==> src/rtl/stug_pkg.sv <==
// constants shared by the scan test update gating block
`default_nettype none
package stug_pkg;
  // register byte offsets
  localparam logic [11:0] STUG_OFF_CTRL    = 12'h000;
  localparam logic [11:0] STUG_OFF_SCRATCH = 12'h004;
  localparam logic [11:0] STUG_OFF_STATUS  = 12'h008;
  // values after reset
  localparam logic [31:0] STUG_SCRATCH_RST = 32'h0000_0000;
  localparam logic [31:0] STUG_RDATA_RST   = 32'h0000_0000;
  // number of internal reset outputs
  localparam int STUG_NUM_RST = 2;
  // ctrl: one software reset request bit per internal reset, from bit 0
  localparam int STUG_CTRL_RST_POS = 0;
  // status field positions
  localparam int STUG_ST_MBIST   = 0;
  localparam int STUG_ST_SCAN    = 1;
  localparam int STUG_ST_SHIFT   = 2;
  localparam int STUG_ST_TRACE   = 3;
  localparam int STUG_ST_VECTOR  = 4;
  localparam int STUG_ST_CORE    = 5;
  localparam int STUG_ST_L2CLK   = 6;
  localparam int STUG_ST_HOLD    = 7;
  localparam int STUG_ST_RSTN    = 8;
  // indices into the synchronised pin vector
  localparam int STUG_PIN_MBIST  = 0;
  localparam int STUG_PIN_SCAN   = 1;
  localparam int STUG_PIN_EGATE  = 2;
  localparam int STUG_PIN_NGATE  = 3;
  localparam int STUG_PIN_CGATE  = 4;
  localparam int STUG_PIN_SHIFT  = 5;
  localparam int STUG_PIN_IFG    = 6;
  localparam int STUG_PIN_LSG    = 7;
  localparam int STUG_PIN_L2G    = 8;
  localparam int STUG_PIN_WSHIFT = 9;
  localparam int STUG_PIN_WCAP   = 10;
  localparam int STUG_NUM_PINS   = 11;
  // synchroniser depth for pin inputs
  localparam int STUG_SYNC_STAGES = 3;
endpackage
`default_nettype wire

==> src/rtl/stug_top.sv <==
// scan test update gating: section update enables, reset handling, RAM shift guards
//
// Function
// - trace flops frozen when test and gate low
// - vector flops frozen when test and gate low
// - other core flops frozen when test and gate low
// - gate high lets its section update
// - gates ignored outside both test modes
// - internal resets come from flip-flops
// - scan shift blocks internal reset assertion
// - separate shift guard per RAM unit
// - guards force L1 RAM selects inactive
// - level2 guard stops level2 RAM clock
// - gated RAM clock skips RAM scan chains
// - wrapper cells hold in test mode without shift or capture
`default_nettype none
module stug_top
  import stug_pkg::*;
#(
  parameter int NRST = STUG_NUM_RST
)
(
  input  wire logic            pclk,
  input  wire logic            presetn,
  input  wire logic            pclk_en,
  // apb slave
  input  wire logic            psel,
  input  wire logic            penable,
  input  wire logic            pwrite,
  input  wire logic [11:0]     paddr,
  input  wire logic [31:0]     pwdata,
  output logic                 pready,
  output logic      [31:0]     prdata,
  output logic                 pslverr,
  // tester pins
  input  wire logic            memory_selftest_active,
  input  wire logic            scan_test_active,
  input  wire logic            trace_section_update_gate,
  input  wire logic            vector_section_update_gate,
  input  wire logic            core_section_update_gate,
  input  wire logic            scan_shift_enable,
  input  wire logic            fetch_ram_shift_guard,
  input  wire logic            loadstore_ram_shift_guard,
  input  wire logic            level2_ram_shift_guard,
  input  wire logic            wrapper_shift,
  input  wire logic            wrapper_capture,
  // core-side requests on pclk
  input  wire logic            fetch_ram_cs_req,
  input  wire logic            fetch_ram_we_req,
  input  wire logic            loadstore_ram_cs_req,
  input  wire logic            loadstore_ram_we_req,
  input  wire logic [NRST-1:0] core_reset_req,
  // gated outputs
  output logic                 trace_update_en,
  output logic                 vector_update_en,
  output logic                 core_update_en,
  output logic      [NRST-1:0] internal_reset_n,
  output logic                 fetch_ram_cs,
  output logic                 fetch_ram_we,
  output logic                 loadstore_ram_cs,
  output logic                 loadstore_ram_we,
  output logic                 level2_ram_clk_en,
  output logic                 wrapper_hold
);

  typedef struct packed {
    logic [NRST-1:0] ctrl;
    logic [31:0]     scratch;
    logic            pready;
    logic [31:0]     prdata;
    logic            pslverr;
    logic            trace_en;
    logic            vector_en;
    logic            core_en;
    logic [NRST-1:0] rst_n;
    logic            if_cs;
    logic            if_we;
    logic            ls_cs;
    logic            ls_we;
    logic            l2_clk_en;
    logic            whold;
  } stug_state_s;

  localparam stug_state_s STATE_RST = '{
    ctrl:      '0,
    scratch:   STUG_SCRATCH_RST,
    pready:    1'b0,
    prdata:    STUG_RDATA_RST,
    pslverr:   1'b0,
    trace_en:  1'b1,
    vector_en: 1'b1,
    core_en:   1'b1,
    rst_n:     '1,
    if_cs:     1'b0,
    if_we:     1'b0,
    ls_cs:     1'b0,
    ls_we:     1'b0,
    l2_clk_en: 1'b1,
    whold:     1'b0
  };

  stug_state_s              state_q;
  stug_state_s              state_d;
  logic [STUG_NUM_PINS-1:0] pin_raw;
  logic [STUG_NUM_PINS-1:0] pin_s;
  logic                     test_mode;
  logic                     shift_s;
  logic [31:0]              status_w;

  // a section updates unless a test mode is on and its gate is low
  function automatic logic sect_en(input logic test, input logic gate);
    return !test || gate;
  endfunction

  assign pin_raw[STUG_PIN_MBIST]  = memory_selftest_active;
  assign pin_raw[STUG_PIN_SCAN]   = scan_test_active;
  assign pin_raw[STUG_PIN_EGATE]  = trace_section_update_gate;
  assign pin_raw[STUG_PIN_NGATE]  = vector_section_update_gate;
  assign pin_raw[STUG_PIN_CGATE]  = core_section_update_gate;
  assign pin_raw[STUG_PIN_SHIFT]  = scan_shift_enable;
  assign pin_raw[STUG_PIN_IFG]    = fetch_ram_shift_guard;
  assign pin_raw[STUG_PIN_LSG]    = loadstore_ram_shift_guard;
  assign pin_raw[STUG_PIN_L2G]    = level2_ram_shift_guard;
  assign pin_raw[STUG_PIN_WSHIFT] = wrapper_shift;
  assign pin_raw[STUG_PIN_WCAP]   = wrapper_capture;

  stug_sync #(
    .W (STUG_NUM_PINS)
  ) u_sync (
    .pclk    (pclk),
    .presetn (presetn),
    .pclk_en (pclk_en),
    .pin_in  (pin_raw),
    .pin_q   (pin_s)
  );

  assign test_mode = pin_s[STUG_PIN_MBIST] | pin_s[STUG_PIN_SCAN];
  assign shift_s   = pin_s[STUG_PIN_SHIFT];

  always_comb
  begin
    status_w                 = '0;
    status_w[STUG_ST_MBIST]  = pin_s[STUG_PIN_MBIST];
    status_w[STUG_ST_SCAN]   = pin_s[STUG_PIN_SCAN];
    status_w[STUG_ST_SHIFT]  = shift_s;
    status_w[STUG_ST_TRACE]  = state_q.trace_en;
    status_w[STUG_ST_VECTOR] = state_q.vector_en;
    status_w[STUG_ST_CORE]   = state_q.core_en;
    status_w[STUG_ST_L2CLK]  = state_q.l2_clk_en;
    status_w[STUG_ST_HOLD]   = state_q.whold;
    status_w[STUG_ST_RSTN +: NRST] = state_q.rst_n;
  end

  always_comb
  begin
    state_d         = state_q;
    state_d.pready  = 1'b0;
    state_d.pslverr = 1'b0;

    // apb: answer in the second access cycle, pready pulses for one cycle
    if (psel && penable && !state_q.pready)
    begin
      state_d.pready = 1'b1;
      unique case (paddr)
        STUG_OFF_CTRL:
        begin
          if (pwrite)
          begin
            state_d.ctrl = pwdata[STUG_CTRL_RST_POS +: NRST];
          end
          state_d.prdata = {{(32-NRST){1'b0}}, state_q.ctrl};
        end
        STUG_OFF_SCRATCH:
        begin
          // scratch is a core-section flop: a blocked write leaves it unchanged
          if (pwrite && state_q.core_en)
          begin
            state_d.scratch = pwdata;
          end
          state_d.prdata = state_q.scratch;
        end
        STUG_OFF_STATUS:
        begin
          state_d.prdata = status_w;
        end
        default:
        begin
          state_d.prdata  = '0;
          state_d.pslverr = 1'b1;
        end
      endcase
    end

    // section update enables; outside test mode the gates are don't-care
    state_d.trace_en  = sect_en(test_mode, pin_s[STUG_PIN_EGATE]);
    state_d.vector_en = sect_en(test_mode, pin_s[STUG_PIN_NGATE]);
    state_d.core_en   = sect_en(test_mode, pin_s[STUG_PIN_CGATE]);

    // resets leave a flop so no combinational glitch reaches async pins;
    // while shifting they are held released so scanned data survives
    state_d.rst_n = {NRST{shift_s}} | ~(state_q.ctrl | core_reset_req);

    // one guard per unit; a guard tied low folds its gate away in synthesis
    state_d.if_cs = fetch_ram_cs_req & ~pin_s[STUG_PIN_IFG];
    state_d.if_we = fetch_ram_we_req & ~pin_s[STUG_PIN_IFG];
    state_d.ls_cs = loadstore_ram_cs_req & ~pin_s[STUG_PIN_LSG];
    state_d.ls_we = loadstore_ram_we_req & ~pin_s[STUG_PIN_LSG];
    // stopping the level2 RAM clock also freezes any chain inside the RAM
    state_d.l2_clk_en = ~pin_s[STUG_PIN_L2G];

    // wrapper cells hold in test mode unless shifting or capturing
    state_d.whold = test_mode & ~pin_s[STUG_PIN_WSHIFT]
                  & ~pin_s[STUG_PIN_WCAP];
  end

  always_ff @(posedge pclk or negedge presetn)
  begin
    if (!presetn)
    begin
      state_q <= STATE_RST;
    end
    else if (pclk_en)
    begin
      state_q <= state_d;
    end
  end

  assign pready            = state_q.pready;
  assign prdata            = state_q.prdata;
  assign pslverr           = state_q.pslverr;
  assign trace_update_en   = state_q.trace_en;
  assign vector_update_en  = state_q.vector_en;
  assign core_update_en    = state_q.core_en;
  assign internal_reset_n  = state_q.rst_n;
  assign fetch_ram_cs      = state_q.if_cs;
  assign fetch_ram_we      = state_q.if_we;
  assign loadstore_ram_cs  = state_q.ls_cs;
  assign loadstore_ram_we  = state_q.ls_we;
  assign level2_ram_clk_en = state_q.l2_clk_en;
  assign wrapper_hold      = state_q.whold;
endmodule
`default_nettype wire

==> src/rtl/stug_sync.sv <==
// three-stage pin synchroniser that accepts a change once stages two and three agree
`default_nettype none
module stug_sync
  import stug_pkg::*;
#(
  parameter int W = STUG_NUM_PINS
)
(
  input  wire logic         pclk,
  input  wire logic         presetn,
  input  wire logic         pclk_en,
  input  wire logic [W-1:0] pin_in,
  output logic      [W-1:0] pin_q
);

  typedef struct packed {
    logic [W-1:0] s1;
    logic [W-1:0] s2;
    logic [W-1:0] s3;
    logic [W-1:0] q;
  } stug_sync_s;

  stug_sync_s state_q;
  stug_sync_s state_d;

  always_comb
  begin
    state_d    = state_q;
    state_d.s1 = pin_in;
    state_d.s2 = state_q.s1;
    state_d.s3 = state_q.s2;
    // a bit moves only when the two older stages match, so one glitch is ignored
    state_d.q  = (~(state_q.s2 ^ state_q.s3) & state_q.s2)
               | ((state_q.s2 ^ state_q.s3) & state_q.q);
  end

  always_ff @(posedge pclk or negedge presetn)
  begin
    if (!presetn)
    begin
      state_q <= '0;
    end
    else if (pclk_en)
    begin
      state_q <= state_d;
    end
  end

  assign pin_q = state_q.q;

endmodule
`default_nettype wire

==> config.mk <==
export PLATFORM = sky130hd
export DESIGN_NAME = stug_top
export DESIGN_NICKNAME = d
export VERILOG_FILES = /design/src/rtl/stug_pkg.sv /design/src/rtl/stug_top.sv /design/src/rtl/stug_sync.sv
export SDC_FILE = /design/constraint.sdc
export NUM_CORES = 1
export LEC_CHECK = 0
export ABC_AREA = 1
export BUFFER_PORTS_ARGS = -buffer_cell sky130_fd_sc_hd__buf_2
export CAP_MARGIN = 20
export CORE_ASPECT_RATIO = 0.7
export CORE_MARGIN = 2
export CORE_UTILIZATION = 51
export CTS_CLUSTER_SIZE = 28
export DETAILED_ROUTE_END_ITERATION = 16
export GPL_ROUTABILITY_DRIVEN = 1
export PLACE_DENSITY = 0.86
export SLEW_MARGIN = 0
export SYNTH_ARGS = -nofsm -noshare
export SYNTH_HDL_FRONTEND = slang
export SYNTH_SLANG_ARGS = --single-unit
==> constraint.sdc <==
create_clock -name pclk -period 3.1 [get_ports pclk]
set_clock_uncertainty 0.15 [all_clocks]
set_input_delay 0.31 -clock pclk [delete_from_list [all_inputs] [get_ports pclk]]
set_output_delay 0.31 -clock pclk [all_outputs]
set_load 0.005 [all_outputs]
Word-level counts from Yosys, hierarchy flattened. Cells that the tools add are included. W data, S select, Z words.

Reductions and logical operators: 13. Equality and inequality tests: 2. Multiplexer cells: 3. Bitwise operators: 20.

Operators with widths (count): $pmux W32 S3 (1); $mux W34 (1); $and A11 B11 Y11 (2); $eq A12 B3 Y1 const B (1); $eq A12 B4 Y1 const B (1); $logic_not A12 Y1 (1); $not A11 Y11 (1); $or A11 B11 Y11 (1); $xor A11 B11 Y11 (1); $reduce_and A4 Y1 (2); $and A1 B1 Y1 (6); $not A1 Y1 (5); $or A2 B2 Y2 (2); $logic_and A1 B1 Y1 (3); $logic_or A1 B1 Y1 (3); $reduce_or A3 Y1 (1); $logic_not A1 Y1 (2); $not A2 Y2 (1); $reduce_and A2 Y1 (1); $mux W1 (1); $or A1 B1 Y1 (1).

Input bits: 67. Output and inout bits: 45. Bits in registers: 123. Logic and storage cells: 57.

Depth between registers and ports, before layout.
Depth in word-level cells: 4. Mapped depth: 9.

Modules after synthesis. A second synthesis with hierarchy kept.

Cell total of the unflattened synthesis: 642. Area total of the unflattened synthesis: 5605.4 um^2.

By module, submodules not included: stug_top (cells an instance 401, instances 1, area an instance 3602.2 um^2, sequential area each 1984.4 um^2); stug_sync (cells an instance 241, instances 1, area an instance 2003.2 um^2, sequential area each 1101.1 um^2).

Worst setup path after synthesis. Ideal clock, no wire load.

Path type: register to register. Start point: reg state_q (netlist bit pready). End point: reg state_q[59] (netlist bit). Clock period less this slack: 1.444 ns. Path slack: 1.656 ns. Required time: 2.833 ns. Data arrival time: 1.177 ns. Cell stages (with the launch flop): 8. Path through: dfrtp_1 > inv_1 > nand4_4 > nor2_2 > nand4_4 > buf_6 > nand2_1 > o21ai_2.

Word-level cells in the longest chain between the ends: 3.

RTL lines: start: declaration (line stug_top.sv:102) `stug_state_s state_q;`; start signal: assignment (line stug_top.sv:224) `state_q <= state_d;`; $logic_not A1 Y1 (line stug_top.sv:161) `if (psel && penable && !state_q.pready)`; $logic_and A1 B1 Y1 (line stug_top.sv:161); $reduce_and A4 Y1 (no source line).

No other way between the ends. A chain may end at the register's enable or synchronous reset.

Worst setup path in the final report.
Start point: reg state_q (netlist bit pready). End point: reg state_q[58] (netlist bit).

The elaborated chain is that of the path after synthesis.

==> impl_metrics.json <==
{
  "status": "finished with violations",
  "violations": "hold timing",
  "worst_skew_pair.late_latency_ns": 0.41,
  "finalInstanceArea_um2": 6952,
  "fmax_mhz": 488.6,
  "placed_area_um2": 6003,
  "drt_pass1_iterations": 5,
  "cp_max_fo": 44,
  "std_cell_rows": 32,
  "synthCells": 597,
  "layout-drive-gt1-share_pct": 29.58,
  "core_area_um2": 10890,
  "grt_pass1_wl_mm": 20.57,
  "diodes": 0,
  "ios": 112,
  "synth_seq_cells": 123,
  "ys_top_cells_by_area": "dfrtp_1 (52%), nand2_1 (10%), inv_1 (5.6%), o21ai_2 (5.0%), buf_4 (4.7%)",
  "cts.sinks": 123,
  "vias": 4345,
  "gp_congestion": 0.8535,
  "synth_area_per_cell_um2": 9.429,
  "drc": 0,
  "r2r-end": "state_q[58]$_DFFE_PN0P_",
  "setup_tns_ns": 0,
  "ant_nets": 0,
  "grt_overflow": 0,
  "hpwlAfterDp_mm": 8.029,
  "wl_per_cell_um": 14.41,
  "holdWs_ns": -0.00009165,
  "critPathCapture": "state_q[58]$_DFFE_PN0P_",
  "power_per_cell_area_nw_per_um2": 585.7,
  "h-tree-depth": 4,
  "yosys.cell_count.top_type": "nand2_1",
  "yosysWarnings": 0,
  "cts_buffer_depth": 2,
  "yosysTopAreaCell": "dfrtp_1",
  "die_h_um": 91.90,
  "synth_top_area_share_pct": 52.01,
  "synthArstFlopShare_pct": 100.0,
  "synth-edff-count": 0,
  "post-cts-setup-buffers": 0,
  "cts-root-buf": "clkbuf_16",
  "r2r_cells": 7,
  "routed_wl_mm": 12.58,
  "ys.flop_type": "dfrtp_1",
  "die_w_um": 129.6,
  "p_leak_nw": 3.571,
  "antenna_found_initial": 0,
  "tightest_slew_ns": 0.7238,
  "setup_viol": 0,
  "vdd_ir_drop_max_mv": 0.4378,
  "cts_resized": 0,
  "grt_pass1_vias": 4324,
  "finalCritPeriodShare_pct": 66.02,
  "grt_max_degree": 69,
  "area_growth_pct": 23.49,
  "port_buffers": 111,
  "grt_usage_pct": 22.22,
  "hold_viol": 1,
  "viasPerCell": 4.977,
  "crit_path_end_kind": "register",
  "rr_startpoint": "pready$_DFFE_PN0P_",
  "worstHoldPathType": "in2reg",
  "start_util_pct": 51.69,
  "path_clk_slew_ns": 0.06,
  "rsz0062_at_grt": "false",
  "seq_area_frac_synth_pct": 54.81,
  "startpoint_type": "register",
  "final_max_slew_viol_count": 0,
  "synth_fp_nets": 664,
  "period_minus_slack_ns": 2.047,
  "nets": 774,
  "critPathKind": "reg2reg",
  "cap_violations": 0,
  "cp_data_required_time_ns": 3.23,
  "cts_buffers": 17,
  "die-area_um2": 11910,
  "synth.distinct_cells": 22,
  "yosys-top-cells-count": "nand2_1 (152), dfrtp_1 (117), inv_1 (84)",
  "regToRegSetupSlack_ns": 1.05,
  "crit_start": "pready$_DFFE_PN0P_",
  "drtIter0Drc": 323,
  "relSlewSlack_pct": 51.75,
  "arrival_ns": 2.18,
  "synthesis.area_um2": 5629,
  "cts_tree": "done"
}
[critical path: stages (launching register included)]
cell,delay (ns)
dfrtp_1,0.39
inv_1,0.13
nand4_4,0.11
nor2_2,0.16
nand4_4,0.32
buf_4,0.43
nand2_1,0.14
o21ai_2,0.06
[power by group]
part           internal, W  switching, W  leakage, nW
Clock              0.00119      0.000726        0.274
Combinational     0.000147      0.000207         1.67
Sequential         0.00173     0.0000766         1.62
[cell families (layout without fill, tap and decap cells)]
| kind of cell | after synthesis | count (layout) | share of synthesized area [%] |
|---|---|---|---|
| compound gates | 120 | 120 | 16.07 |
| buf+inv | 147 | 270 | 13.65 |
| flops | 123 | 123 | 54.81 |
| simple gates | 207 | 207 | 15.47 |
[timing repair]
item	4_1_cts	5_1_grt
endpoints found under the setup margin	0	0
hold endpoints to repair	91	0
hold buffers	37	0
[sequential cells by signal (all words and copies together) (netlist names), named ones only]
| register | count |
|---|---|
| state_q | 34 |
| prdata | 32 |
| u_sync.state_d | 22 |
| u_sync.state_q | 11 |
| internal_reset_n | 2 |
| core_update_en | 1 |
| fetch_ram_cs | 1 |
| fetch_ram_we | 1 |
| level2_ram_clk_en | 1 |
| loadstore_ram_cs | 1 |
| loadstore_ram_we | 1 |
| pready | 1 |
| pslverr | 1 |
| trace_update_en | 1 |
| vector_update_en | 1 |
| wrapper_hold | 1 |
[per-layer routing]
layer	GRT usage [%]	share of wire, %	vias up
li1	-	-	2074
met1	29.13	44	2074
met2	34.51	47	158
met3	5.951	5.4	39
met4	10.48	3.5	0
met5	0	0	-
[stage by stage]
stage               power [W]  utilization, %  std cells  hold WS (ns)  setup slack [ns]
floorplan            0.001972               -        597       -0.1356             1.656
global placement     0.002109           54.87        803        0.2364            0.9603
detailed placement   0.002137           55.12        804        0.2560            0.8714
CTS                  0.004076           63.83        873      0.001112             1.033
global route         0.004218           63.83        873      0.003295            0.9001
finish               0.004071           63.83        873   -0.00009165             1.053
[cells in the final DEF, fill, tap and decap left out, types with 3 or more instances in the layout]
master         netlist  final
nor2_2               3      3
clkinv_4             0      4
clkinvlp_4           0      3
dlygate4sd3_1        0     37
o31ai_2             20     20
clkbuf_16            0     17
buf_2                8    110
dfrtp_1            117    117
o21ai_2             32     32
nand3_1             23     23
inv_1               84     84
dfstp_2              6      6
buf_4               35      5
o211ai_1            10     10
nand2_1            152    152
nor2_1              24     24
a21oi_1              3      3
o21ai_0             52     52
[worst min-delay path by stage]
stage | startpoint | end | slack [ns] | cells after the start
floorplan | presetn | asynchronous set/reset pin | -0.14 | 0
global placement | presetn | prdata[27]$_DFFE_PN0P_ | 0.24 | 1
detailed placement | presetn | state_q[72]$_DFFE_PN0P_ | 0.26 | 1
CTS | pwdata[26] | state_q[71]$_DFFE_PN0P_ | 0.001 | 3
global route | pwdata[23] | state_q[68]$_DFFE_PN0P_ | 0.003 | 3
finish | pwdata[22] | state_q[67]$_DFFE_PN0P_ | -0.00009 | 3
[final cells by class]
cell class	instances	area [um^2]
fill	845	3939
sequential	123	3085
multi-input combinational	327	1775
timing repair buffer	154	1006
clock buffer	19	432.9
inverter	84	315.3
tap	153	191.4
clock inverter	13	145.1
No activity file was read; power rests on OpenSTA's default activity.
